### config.mk
export PLATFORM = sky130hd
export DESIGN_NAME = cgr_top
export DESIGN_NICKNAME = d
export VERILOG_FILES = /design/src/rtl/cgr_pkg.sv /design/src/rtl/cgr_bit_timer.sv /design/src/rtl/cgr_can_timer.sv /design/src/rtl/cgr_top.sv
export VERILOG_INCLUDE_DIRS = /design/src /design/src/rtl
export SDC_FILE = /design/constraint.sdc
export NUM_CORES = 1
export LEC_CHECK = 0
export BUFFER_PORTS_ARGS = -buffer_cell sky130_fd_sc_hd__buf_4
export CAP_MARGIN = 20
export CELL_PAD_IN_SITES_DETAIL_PLACEMENT = 0
export CELL_PAD_IN_SITES_GLOBAL_PLACEMENT = 1
export CORE_MARGIN = 2
export CORE_UTILIZATION = 30
export CTS_CLUSTER_SIZE = 10
export DETAILED_ROUTE_END_ITERATION = 6
export HOLD_SLACK_MARGIN = 0.15
export PLACE_DENSITY = 0.72
export SETUP_SLACK_MARGIN = 0.5
export SYNTH_ARGS = -nofsm -noshare
export SYNTH_HDL_FRONTEND = slang
export SYNTH_SLANG_ARGS = --single-unit
### constraint.sdc
create_clock -name aclk -period 3.45 [get_ports aclk]
set_clock_uncertainty 0.2 [all_clocks]
set_input_delay 0.69 -clock aclk [delete_from_list [all_inputs] [get_ports aclk]]
set_output_delay 0.69 -clock aclk [all_outputs]
set_load 0.05 [all_outputs]
### src/rtl/cgr_regs.svh
// Register offsets, field positions and reset values of the CAN general register block
`ifndef CGR_REGS_SVH
`define CGR_REGS_SVH
`define CGR_OFF_IE_LO 8'h00
`define CGR_OFF_IE_HI 8'h04
`define CGR_OFF_SIT_LO 8'h08
`define CGR_OFF_SIT_HI 8'h0c
`define CGR_OFF_BT1 8'h10
`define CGR_OFF_BT2 8'h14
`define CGR_OFF_BT3 8'h18
`define CGR_OFF_TCON 8'h1c
`define CGR_OFF_TIM_LO 8'h20
`define CGR_OFF_TIM_HI 8'h24
`define CGR_OFF_TTC_LO 8'h28
`define CGR_OFF_TTC_HI 8'h2c
`define CGR_OFF_TEC 8'h30
`define CGR_OFF_GSTAT 8'h34
`define CGR_OFF_CTRL 8'h38
`define CGR_BRP_LSB 1
`define CGR_BRP_MSB 6
`define CGR_SJW_LSB 5
`define CGR_SJW_MSB 6
`define CGR_PRS_LSB 1
`define CGR_PRS_MSB 3
`define CGR_PHS2_LSB 4
`define CGR_PHS2_MSB 6
`define CGR_PHS1_LSB 1
`define CGR_PHS1_MSB 3
`define CGR_SMP_BIT 0
`define CGR_BT1_MASK 8'h7e
`define CGR_BT2_MASK 8'h6e
`define CGR_BT3_MASK 8'h7f
`define CGR_IE_HI_MASK 8'h7f
`define CGR_RST_BYTE 8'h00
`define CGR_TIM_PRE_DIV 3'h7
`define CGR_HP_NONE 4'hf
`define CGR_RESP_OKAY 2'b00
`define CGR_RESP_SLVERR 2'b10
`endif

### src/rtl/cgr_pkg.sv
// Types shared by the CAN general register block
package cgr_pkg;
  typedef struct packed {
    logic [7:0] addr;
    logic [31:0] data;
    logic [3:0] strb;
  } cgr_wreq_s;
  typedef struct packed {
    logic [5:0] baud_prescale;
    logic [1:0] resync_jump_width;
    logic [2:0] propagation_segment;
    logic [2:0] phase_segment_one;
    logic [2:0] phase_segment_two;
    logic triple_sampling;
  } cgr_timing_s;
  typedef enum logic [1:0] {
    CGR_SEG_SYNC = 2'b00,
    CGR_SEG_PROP = 2'b01,
    CGR_SEG_PH1 = 2'b11,
    CGR_SEG_PH2 = 2'b10
  } cgr_seg_e;
endpackage

### src/rtl/cgr_bit_timer.sv
// Bit timing engine: quantum prescaler, segments, resync, sampling
`timescale 1ns/1ps
`include "cgr_regs.svh"
module cgr_bit_timer
(
  input wire logic aclk,
  input wire logic aresetn,
  input wire cgr_pkg::cgr_timing_s cfg,
  input wire logic enable,
  input wire logic rx_in,
  output logic sample_pulse,
  output logic sample_bit
);
  import cgr_pkg::*;

  typedef struct packed {
    logic [5:0] tq_cnt;
    cgr_seg_e seg;
    logic [3:0] q_cnt;
    logic [3:0] seg_len;
    logic [2:0] hist;
    logic rx_prev;
    logic sync_done;
    logic pulse;
    logic bit_val;
  } cgr_bt_s;

  cgr_bt_s s_q;
  cgr_bt_s s_d;

  function automatic logic maj3(input logic [2:0] v);
    maj3 = (v[0] & v[1]) | (v[1] & v[2]) | (v[0] & v[2]);
  endfunction

  logic tq_tick;
  logic last_clk;
  logic edge_seen;
  logic [3:0] sjw;
  logic [3:0] ph2_len;

  always_comb
  begin
    s_d = s_q;
    s_d.pulse = 1'b0;
    tq_tick = (s_q.tq_cnt == cfg.baud_prescale);
    last_clk = tq_tick && (s_q.q_cnt + 4'h1 == s_q.seg_len);
    sjw = {2'b00, cfg.resync_jump_width} + 4'h1;
    ph2_len = {1'b0, cfg.phase_segment_two} + 4'h1;
    edge_seen = enable && s_q.rx_prev && !rx_in && !s_q.sync_done;
    s_d.rx_prev = rx_in;
    s_d.hist = {s_q.hist[1:0], rx_in};
    s_d.tq_cnt = tq_tick ? 6'h00 : s_q.tq_cnt + 6'h01;
    if (tq_tick)
      s_d.q_cnt = s_q.q_cnt + 4'h1;
    if (!enable)
    begin
      s_d.seg = CGR_SEG_SYNC;
      s_d.q_cnt = 4'h0;
      s_d.seg_len = 4'h1;
      s_d.sync_done = 1'b0;
    end
    // Edge on a segment's last clock is left to the boundary, or the count overshoots
    else if (edge_seen && !last_clk && (s_q.seg == CGR_SEG_PROP || s_q.seg == CGR_SEG_PH1))
    begin
      // Late edge: in phase one, lengthen it by the full jump width; in propagation, only mark the resync done
      s_d.sync_done = 1'b1;
      if (s_q.seg == CGR_SEG_PH1)
        s_d.seg_len = s_q.seg_len + sjw;
    end
    else if (edge_seen && s_q.seg == CGR_SEG_PH2)
    begin
      // Early edge: end phase two at once if no more than the jump width of it is left; otherwise only mark the resync done
      s_d.sync_done = 1'b1;
      if (ph2_len - s_q.q_cnt <= sjw)
      begin
        s_d.seg = CGR_SEG_SYNC;
        s_d.q_cnt = 4'h0;
        s_d.seg_len = 4'h1;
        s_d.tq_cnt = 6'h00;
      end
    end
    else if (last_clk)
    begin
      s_d.q_cnt = 4'h0;
      case (s_q.seg)
        CGR_SEG_SYNC:
        begin
          s_d.seg = CGR_SEG_PROP;
          s_d.seg_len = {1'b0, cfg.propagation_segment} + 4'h1;
          s_d.sync_done = 1'b0;
        end
        CGR_SEG_PROP:
        begin
          s_d.seg = CGR_SEG_PH1;
          s_d.seg_len = {1'b0, cfg.phase_segment_one} + 4'h1;
        end
        CGR_SEG_PH1:
        begin
          // Sample point at end of phase one
          s_d.seg = CGR_SEG_PH2;
          s_d.seg_len = ph2_len;
          s_d.pulse = 1'b1;
          s_d.bit_val = cfg.triple_sampling ? maj3({s_q.hist[1:0], rx_in}) : rx_in;
        end
        CGR_SEG_PH2:
        begin
          s_d.seg = CGR_SEG_SYNC;
          s_d.seg_len = 4'h1;
        end
        default:
        begin
          s_d.seg = CGR_SEG_SYNC;
          s_d.seg_len = 4'h1;
        end
      endcase
    end
  end

  always_ff @(posedge aclk)
  begin
    if (!aresetn)
    begin
      s_q <= '0;
      s_q.seg_len <= 4'h1;
      s_q.rx_prev <= 1'b1;
      s_q.bit_val <= 1'b1;
    end
    else
      s_q <= s_d;
  end

  assign sample_pulse = s_q.pulse;
  assign sample_bit = s_q.bit_val;
endmodule // cgr_bit_timer

### src/rtl/cgr_can_timer.sv
// Prescaled free-running CAN timer with overrun event
`timescale 1ns/1ps
`include "cgr_regs.svh"
module cgr_can_timer
(
  input wire logic aclk,
  input wire logic aresetn,
  input wire logic enable,
  input wire logic [7:0] prescale,
  output logic [15:0] count,
  output logic wrap
);
  import cgr_pkg::*;

  typedef struct packed {
    logic [2:0] div8;
    logic [7:0] pre;
    logic [15:0] cnt;
    logic wrap;
  } cgr_tm_s;

  cgr_tm_s s_q;
  cgr_tm_s s_d;

  always_comb
  begin
    s_d = s_q;
    s_d.wrap = 1'b0;
    if (enable)
    begin
      s_d.div8 = s_q.div8 + 3'h1;
      if (s_q.div8 == `CGR_TIM_PRE_DIV)
      begin
        s_d.pre = s_q.pre + 8'h01;
        if (s_q.pre >= prescale)
        begin
          s_d.pre = 8'h00;
          s_d.cnt = s_q.cnt + 16'h0001;
          s_d.wrap = (s_q.cnt == 16'hffff);
        end
      end
    end
  end

  always_ff @(posedge aclk)
  begin
    if (!aresetn)
      s_q <= '0;
    else
      s_q <= s_d;
  end

  assign count = s_q.cnt;
  assign wrap = s_q.wrap;
endmodule // cgr_can_timer

### src/rtl/cgr_top.sv
// CAN general registers: interrupt enables/status, bit timing, timers, error count
`timescale 1ns/1ps
`include "cgr_regs.svh"
module cgr_top
(
  input wire logic aclk,
  input wire logic aresetn,
  input wire logic [7:0] s_axi_awaddr,
  input wire logic [2:0] s_axi_awprot,
  input wire logic s_axi_awvalid,
  output logic s_axi_awready,
  input wire logic [31:0] s_axi_wdata,
  input wire logic [3:0] s_axi_wstrb,
  input wire logic s_axi_wvalid,
  output logic s_axi_wready,
  output logic [1:0] s_axi_bresp,
  output logic s_axi_bvalid,
  input wire logic s_axi_bready,
  input wire logic [7:0] s_axi_araddr,
  input wire logic [2:0] s_axi_arprot,
  input wire logic s_axi_arvalid,
  output logic s_axi_arready,
  output logic [31:0] s_axi_rdata,
  output logic [1:0] s_axi_rresp,
  output logic s_axi_rvalid,
  input wire logic s_axi_rready,
  input wire logic [14:0] object_event,
  input wire logic [14:0] object_ack,
  input wire logic [7:0] transmit_error_count,
  input wire logic trigger_capture,
  input wire logic rx_in,
  output logic [14:0] object_irq_status,
  output logic [3:0] highest_priority_object,
  output logic timer_overrun_flag,
  output logic sample_pulse,
  output logic sample_bit
);
  import cgr_pkg::*;

  typedef struct packed {
    logic aw_full;
    cgr_wreq_s wr;
    logic w_full;
    logic bvalid;
    logic [1:0] bresp;
    logic rvalid;
    logic [31:0] rdata;
    logic [1:0] rresp;
    logic [14:0] ie;
    logic [14:0] sit;
    logic [7:0] bt1;
    logic [7:0] bt2;
    logic [7:0] bt3;
    logic [7:0] tcon;
    logic ctrl_en;
    logic [15:0] ttc;
    logic [7:0] tec;
    logic ovr;
    logic [3:0] hp;
    logic smp_pulse;
    logic smp_bit;
    logic awready;
    logic wready;
    logic arready;
  } cgr_top_s;

  cgr_top_s s_q;
  cgr_top_s s_d;

  cgr_timing_s timing;
  logic [15:0] tim_count;
  logic tim_wrap;
  logic bt_pulse;
  logic bt_bit;

  function automatic logic [7:0] wr_byte(input logic [7:0] old, input cgr_wreq_s w);
    wr_byte = w.strb[0] ? w.data[7:0] : old;
  endfunction

  function automatic logic [3:0] lowest_set(input logic [14:0] v);
    lowest_set = `CGR_HP_NONE;
    for (int i = 14; i >= 0; i--)
      if (v[i])
        lowest_set = 4'(i);
  endfunction

  always_comb
  begin
    timing.baud_prescale = s_q.bt1[`CGR_BRP_MSB:`CGR_BRP_LSB];
    timing.resync_jump_width = s_q.bt2[`CGR_SJW_MSB:`CGR_SJW_LSB];
    timing.propagation_segment = s_q.bt2[`CGR_PRS_MSB:`CGR_PRS_LSB];
    timing.phase_segment_two = s_q.bt3[`CGR_PHS2_MSB:`CGR_PHS2_LSB];
    timing.phase_segment_one = s_q.bt3[`CGR_PHS1_MSB:`CGR_PHS1_LSB];
    timing.triple_sampling = s_q.bt3[`CGR_SMP_BIT];
  end

  cgr_bit_timer u_bit_timer
  (
    .aclk(aclk),
    .aresetn(aresetn),
    .cfg(timing),
    .enable(s_q.ctrl_en),
    .rx_in(rx_in),
    .sample_pulse(bt_pulse),
    .sample_bit(bt_bit)
  );

  cgr_can_timer u_can_timer
  (
    .aclk(aclk),
    .aresetn(aresetn),
    .enable(s_q.ctrl_en),
    .prescale(s_q.tcon),
    .count(tim_count),
    .wrap(tim_wrap)
  );

  logic do_write;
  logic ovr_clear;

  always_comb
  begin
    s_d = s_q;
    ovr_clear = 1'b0;
    // Address and data may arrive in either order; hold each until paired
    if (s_axi_awvalid && !s_q.aw_full)
    begin
      s_d.aw_full = 1'b1;
      s_d.wr.addr = s_axi_awaddr;
    end
    if (s_axi_wvalid && !s_q.w_full)
    begin
      s_d.w_full = 1'b1;
      s_d.wr.data = s_axi_wdata;
      s_d.wr.strb = s_axi_wstrb;
    end
    do_write = s_q.aw_full && s_q.w_full && !s_q.bvalid;
    if (s_q.bvalid && s_axi_bready)
      s_d.bvalid = 1'b0;
    if (do_write)
    begin
      s_d.aw_full = 1'b0;
      s_d.w_full = 1'b0;
      s_d.bvalid = 1'b1;
      s_d.bresp = `CGR_RESP_OKAY;
      case ({s_q.wr.addr[7:2], 2'b00})
        `CGR_OFF_IE_LO: s_d.ie[7:0] = wr_byte(s_q.ie[7:0], s_q.wr);
        // Top bit is reserved; masked so a careless write cannot set it
        `CGR_OFF_IE_HI: s_d.ie[14:8] = 7'(wr_byte({1'b0, s_q.ie[14:8]}, s_q.wr)
                                          & `CGR_IE_HI_MASK);
        `CGR_OFF_BT1: s_d.bt1 = wr_byte(s_q.bt1, s_q.wr) & `CGR_BT1_MASK;
        `CGR_OFF_BT2: s_d.bt2 = wr_byte(s_q.bt2, s_q.wr) & `CGR_BT2_MASK;
        `CGR_OFF_BT3: s_d.bt3 = wr_byte(s_q.bt3, s_q.wr) & `CGR_BT3_MASK;
        `CGR_OFF_TCON: s_d.tcon = wr_byte(s_q.tcon, s_q.wr);
        `CGR_OFF_GSTAT: ovr_clear = s_q.wr.strb[0] && s_q.wr.data[0];
        `CGR_OFF_CTRL:
          if (s_q.wr.strb[0])
            s_d.ctrl_en = s_q.wr.data[0];
        `CGR_OFF_SIT_LO, `CGR_OFF_SIT_HI, `CGR_OFF_TIM_LO, `CGR_OFF_TIM_HI,
        `CGR_OFF_TTC_LO, `CGR_OFF_TTC_HI, `CGR_OFF_TEC: ;
        default: s_d.bresp = `CGR_RESP_SLVERR;
      endcase
    end
    if (s_q.rvalid && s_axi_rready)
      s_d.rvalid = 1'b0;
    if (s_axi_arvalid && !s_q.rvalid)
    begin
      s_d.rvalid = 1'b1;
      s_d.rresp = `CGR_RESP_OKAY;
      s_d.rdata = 32'h00000000;
      case ({s_axi_araddr[7:2], 2'b00})
        `CGR_OFF_IE_LO: s_d.rdata[7:0] = s_q.ie[7:0];
        `CGR_OFF_IE_HI: s_d.rdata[6:0] = s_q.ie[14:8];
        `CGR_OFF_SIT_LO: s_d.rdata[7:0] = s_q.sit[7:0];
        `CGR_OFF_SIT_HI: s_d.rdata[6:0] = s_q.sit[14:8];
        `CGR_OFF_BT1: s_d.rdata[7:0] = s_q.bt1;
        `CGR_OFF_BT2: s_d.rdata[7:0] = s_q.bt2;
        `CGR_OFF_BT3: s_d.rdata[7:0] = s_q.bt3;
        `CGR_OFF_TCON: s_d.rdata[7:0] = s_q.tcon;
        `CGR_OFF_TIM_LO: s_d.rdata[7:0] = tim_count[7:0];
        `CGR_OFF_TIM_HI: s_d.rdata[7:0] = tim_count[15:8];
        `CGR_OFF_TTC_LO: s_d.rdata[7:0] = s_q.ttc[7:0];
        `CGR_OFF_TTC_HI: s_d.rdata[7:0] = s_q.ttc[15:8];
        `CGR_OFF_TEC: s_d.rdata[7:0] = s_q.tec;
        `CGR_OFF_GSTAT: s_d.rdata[7:0] = {s_q.hp, 3'b000, s_q.ovr};
        `CGR_OFF_CTRL: s_d.rdata[0] = s_q.ctrl_en;
        default: s_d.rresp = `CGR_RESP_SLVERR;
      endcase
    end
    // Set wins over acknowledge in the same cycle
    s_d.sit = (s_q.sit & ~object_ack) | (object_event & s_q.ie);
    s_d.hp = lowest_set(s_q.sit);
    if (trigger_capture)
      s_d.ttc = tim_count;
    s_d.tec = transmit_error_count;
    s_d.ovr = (s_q.ovr && !ovr_clear) || tim_wrap;
    s_d.smp_pulse = bt_pulse;
    s_d.smp_bit = bt_bit;
    // Readies kept in flops of their own so every port leaves a register
    s_d.awready = !s_d.aw_full;
    s_d.wready = !s_d.w_full;
    s_d.arready = !s_d.rvalid;
  end

  always_ff @(posedge aclk)
  begin
    if (!aresetn)
    begin
      s_q <= '0;
      s_q.hp <= `CGR_HP_NONE;
      s_q.smp_bit <= 1'b1;
      s_q.awready <= 1'b1;
      s_q.wready <= 1'b1;
      s_q.arready <= 1'b1;
    end
    else
      s_q <= s_d;
  end

  assign s_axi_awready = s_q.awready;
  assign s_axi_wready = s_q.wready;
  assign s_axi_bvalid = s_q.bvalid;
  assign s_axi_bresp = s_q.bresp;
  assign s_axi_arready = s_q.arready;
  assign s_axi_rvalid = s_q.rvalid;
  assign s_axi_rdata = s_q.rdata;
  assign s_axi_rresp = s_q.rresp;
  assign object_irq_status = s_q.sit;
  assign highest_priority_object = s_q.hp;
  assign timer_overrun_flag = s_q.ovr;
  assign sample_pulse = s_q.smp_pulse;
  assign sample_bit = s_q.smp_bit;
endmodule // cgr_top

After elaboration in Yosys (flattened, before gate mapping)
Index checks and enable logic that the tools add are counted.
Widths: inputs -> output; s select.
Word-level totals
  register bits: 174
  input port bits: 105
  output and inout port bits: 63
  logic and storage cells: 207
Cells by class
  add/sub/neg operators: 11
  $lt $le $gt $ge: 2
  eq/ne operators: 38
  multiplexer cells: 48
  bitwise gates (word level): 14
  reductions and logical operators: 54
Operator list (number)
  $eq 6x4->1 const B: 14
  $pmux 6 s14: 1
  $mux 4: 18
  $eq 6x3->1 const B: 8
  $mux 35: 1
  $and 15x15->15: 2
  $reduce_and 3->1: 10
  $reduce_or 15->1: 2
  $mux 25: 1
  $eq 6x2->1 const B: 4
  $mux 10: 2
  $mux 6: 3
  $add 16x1->16 const B: 1
  $eq 16x16->1 const B: 1
  $logic_and 1x1->1: 16
  $mux 16: 1
  $pmux 4 s4: 1
  $not 15->15: 1
  $or 15x15->15: 1
  $pmux 1 s13: 1
  $add 3x1->4 const B: 3
  $eq 6x1->1 const B: 2
  $logic_not 6->1: 2
  $mux 12: 1
  35 further kinds: 70

Logic depth before layout (Yosys ltp)
  word-level depth: 15
  gate-level depth with buffers: 11
  mapped depth without buffers: 11

Cells and area by module
From an unflattened synthesis, not the netlist that was laid out.
Unflattened totals
  cell total of the unflattened synthesis: 994
  area total of the unflattened synthesis: 9122.5 um^2
By module, submodules not included
  cgr_top: times used 1, cells an instance 617, area an instance 5884.4 um^2, seq. area each 2402.3 um^2
  cgr_can_timer: times used 1, cells an instance 206, area an instance 1742.9 um^2, seq. area each 560.5 um^2
  cgr_bit_timer: times used 1, cells an instance 171, area an instance 1495.2 um^2, seq. area each 440.4 um^2

Least setup slack after synthesis
No wires, ideal clock.
  path type: reg-to-reg
  from: reg s_q[47] (netlist bit)
  to: reg u_bit_timer.s_q[9] (netlist bit)
  setup time: 0.119 ns
  arrival: 2.526 ns
  data required time: 3.131 ns
  path slack: 0.606 ns
  cell stages (with the launch flop): 12
  buffers on the path: 0
  clock period less this slack: 2.844 ns
  path through: dfxtp_1 > ha_1 > inv_1 > fa_1 > inv_1 > ha_1 > nor2b_1 > o21a_1 > o21ai_0 > a211o_1 > and2_1 > o221a_2
Between the ends
  cells in the longest elaborated chain, start to end: 5
  elaborated cells between the ends (all ways): 9
  those cells by class: add/sub (2); order compare (1); eq/ne (1); mux (4); reduce/logical (1)
RTL lines
  from (decl): line cgr_top.sv:67  | cgr_top_s s_q;
  $add 3x1->4 *: line cgr_bit_timer.sv:48  | ph2_len = {1'b0, cfg.phase_segment_two} + 4'h1;
  $sub 4x4->4 / $pmux 4 s4 (equally long branches): line cgr_bit_timer.sv:74, cgr_bit_timer.sv:85
  $le 4x4->1 / $mux 10 (equally long branches): line cgr_bit_timer.sv:74, cgr_bit_timer.sv:82
  $ne 3x2->1 (no line) / $mux 10 (equally long branches)
  $reduce_and 3->1 (no line) / $mux 4 (equally long branches)
  to (decl): line cgr_bit_timer.sv:28  | cgr_bt_s s_q;
Every way passes the cells marked *; elsewhere a longest branch is shown, timed or not. The select of a mux whose other input is x is not followed.
A chain may end at the register's enable or synchronous reset.

Worst setup path in the final report
  from: reg s_q[47] (netlist bit)
  to: reg u_bit_timer.s_q[8] (netlist bit)
Same word-level chain as after synthesis.

==> metrics.json <==
{
  "yosysTopAreaCell": "dfxtp_1",
  "dp.final_hpwl_um": 16800,
  "htreeDepth": 4,
  "layout_common_cells": "167 x dfxtp_1, 121 x buf_4, 108 x nor2_1",
  "num-nets-final": 1152,
  "crit_chain": "ha_4, inv_4, fa_1, inv_2, ha_4, nor2b_4, o21a_1, o21ai_2, buf_4, nand3_2, a32oi_1, a211oi_2",
  "critical_path_required_ns": 3.56,
  "weighted_congestion_at_the_end_of_routability_driven_global_placement": 0.845,
  "startpoint_type": "flop",
  "end_kind": "flop",
  "worst_pin_slew_ns": 0.792,
  "report.final.setup_viol": 0,
  "synth.top_cell.area_share": 0.396,
  "timing.final.ws_setup_ns": 0.563,
  "clock_tree.root_cell": "clkbuf_16",
  "area_delta_synth_final_pct": 18.4,
  "min-delay-path-class": "reg2reg",
  "ant_nets": 0,
  "max_slew_vio_count": 0,
  "number_of_enable_flip_flop_cells_after_synthesis": 0,
  "powerDensity_mw_per_mm2": 428,
  "number_of_global_route_vias_before_repair": 6452,
  "max_cap_violations": 0,
  "antenna_cells": 0,
  "numPortBuffers": 104,
  "cp_max_fo": 4,
  "fin_setup_tns_ns": 0,
  "grt_util_met3": 0.0308,
  "ys_ff_latch": 170,
  "maximum_number_of_pins_on_one_net_before_global_route_repair": 46,
  "insertion_delay_ns": 0.44,
  "full_die_area_mm2": 0.0300,
  "global_route_wire_length_before_repair_um": 36500,
  "worst_path_largest_cell_delay_ns": 0.49,
  "ys_warns": 0,
  "drt-initial-drc-count": 424,
  "rsz0062_at_grt": "true",
  "cp_num_buf_inv": 3,
  "power.leakage_nw": 4.07,
  "dominantRegCellSynth": "dfxtp_1",
  "gr-usage-met2": 0.234,
  "clkSlewWorstSetupHoldPaths_ns": 0.07,
  "final_cell_count_no_fill": 1410,
  "critical_path_class": "reg2reg",
  "grt_antenna_before_repair": 1,
  "synth-seq-area-share": 0.396,
  "maximum_resistive_drop_on_vdd_v": 0.000228,
  "asyncSetResetFlopFracSynth": 0,
  "drt_pass1_iterations": 6,
  "number_of_distinct_standard_cells_referenced_by_the_synthesized_netlist": 69,
  "cts-buffers-inserted": 17,
  "run_status": "finished, final reports clean",
  "wl_per_cell_um": 16.4,
  "io_pins": 168,
  "avg_synthesized_cell_area_um2": 8.98,
  "cts_sinks": 170,
  "yosys-top-cells-area": "dfxtp_1 40%, mux2i_1 9.0%, buf_4 4.8%",
  "slew-limit-headroom": 0.468,
  "crit_top_cell": "ha_4",
  "worst_path_max_delay_cell": "fa_1",
  "num_vias": 6819,
  "floorplan.initialDensity": 0.307,
  "global_route.peak_usage_layer": "met2",
  "post-place-cells": 1374,
  "globalRouteOverflowTotal": 0,
  "fin_crit_ns": 2.89,
  "finalWirelength_um": 23100,
  "fp.dieH_um": 173,
  "global_route.usage.total": 0.153,
  "syn-cell-area_mm2": 0.00859,
  "finalHoldViolCount": 0,
  "max_clk_rate_ghz": 0.346,
  "tritoncts": "built",
  "drc": 0,
  "rows": 61,
  "path_delay_family": "adder cells",
  "groute.layer.met1.usage": 0.216,
  "critical_path_arrival_ns": 3.00,
  "horiz_die_dim_um": 173,
  "layout.cells.most_common": "dfxtp_1",
  "post_route_cells_drive_above_1_share": 0.196,
  "standard_cell_core_area_mm2": 0.0280,
  "cts.path.max_buffers": 2,
  "route.detailed.vias_per_inst": 4.84,
  "synth_cells": 956,
  "timing.final.crit_share": 0.837,
  "pre_cts_ws_ns": 0.293
}
==> path summary, 6_finish.rpt <==
path	startpoint	endpoint	slack [ns]	depth (start not counted)
setup / recovery	s_q[47]	u_bit_timer.s_q[8]	0.56	12
hold / removal	u_bit_timer.sample_pulse	sample_pulse	0.24	1
setup reg to reg	s_q[47]	u_bit_timer.s_q[8]	0.56	12
hold reg to reg	u_bit_timer.sample_pulse	sample_pulse	0.24	1
==> through the flow <==
stage          hold WS [ns]  cell area (um^2)   util  total power [mW]
2_1_floorplan         0.211              8680      -              2.32
3_3_place_gp          0.225              9470  0.338              2.43
3_5_place_dp          0.226              9470  0.338              2.43
4_1_cts               0.242             10100  0.361              4.40
5_1_grt               0.249             10200  0.363              4.51
6_report              0.241             10200  0.363              4.36
==> sequential cells by signal, indices dropped and copies added (netlist names), 2 cells and up <==
name / count
s_q: 83
u_can_timer.s_q: 11
u_bit_timer.s_d: 2
s_axi_rdata: 8
u_bit_timer.s_q: 18
object_irq_status: 15
highest_priority_object: 4
u_can_timer.count: 16
==> metal layers <==
metal  vias up  routed length, um
met5         -                 11
met4         2                404
met3        31               1200
met2       185              10100
met1      3202              11300
li1       3399                  -
==> power breakdown <==
group	switching, mW	internal (mW)	leakage (nW)
registers	0.0335	1.99	1.38
clock network	0.916	1.06	0.300
logic	0.235	0.120	2.39
==> area by class of cell <==
| class | count | area (um^2) |
|---|---|---|
| well taps | 378 | 473 |
| fillers | 2878 | 17800 |
| clock inverters | 14 | 169 |
| multi-input cells | 676 | 4620 |
| inverters | 32 | 123 |
| clock buffers | 18 | 439 |
| flip-flops and latches | 170 | 3410 |
| repair buffers | 122 | 928 |
==> Yosys cell counts (5+ instances only) <==
library cell / n
nor2b_1: 7
o31ai_1: 5
a22oi_1: 7
mux2_2: 7
nand3_1: 32
mux4_2: 11
o41ai_1: 5
nor4_1: 6
dfxtp_1: 170
inv_1: 31
a22o_1: 6
mux2i_1: 77
a211oi_1: 5
nand4_1: 7
or4_1: 5
and3_1: 12
nor2_1: 108
ha_1: 26
buf_4: 55
clkbuf_1: 42
nand2b_1: 40
a21oi_1: 59
o311ai_0: 8
xnor2_1: 19
nand2_1: 70
xor2_1: 12
a31oi_1: 11
nor3_1: 8
o21ai_0: 29
and2_1: 13
==> cells by family after synthesis <==
group | count (synthesis) | share of synthesized area
AND/OR/NAND/NOR | 332 | 0.194
other | 1 | 0.000437
XOR/XNOR | 32 | 0.0342
multiplexers | 95 | 0.128
flip-flops | 170 | 0.396
AO/OA/AOI/OAI | 163 | 0.121
adder cells (fa/ha/maj) | 28 | 0.0425
buffers and inverters | 135 | 0.0836
==> timing repair <==
action                                  4_1_cts  5_1_grt
pin swaps                                     1        8
buffers inserted                              2        2
hold buffers                                  0        0
endpoints found under the setup margin       15        5
gates resized for setup                       7       10
No activity file was read; power rests on OpenSTA's default activity.
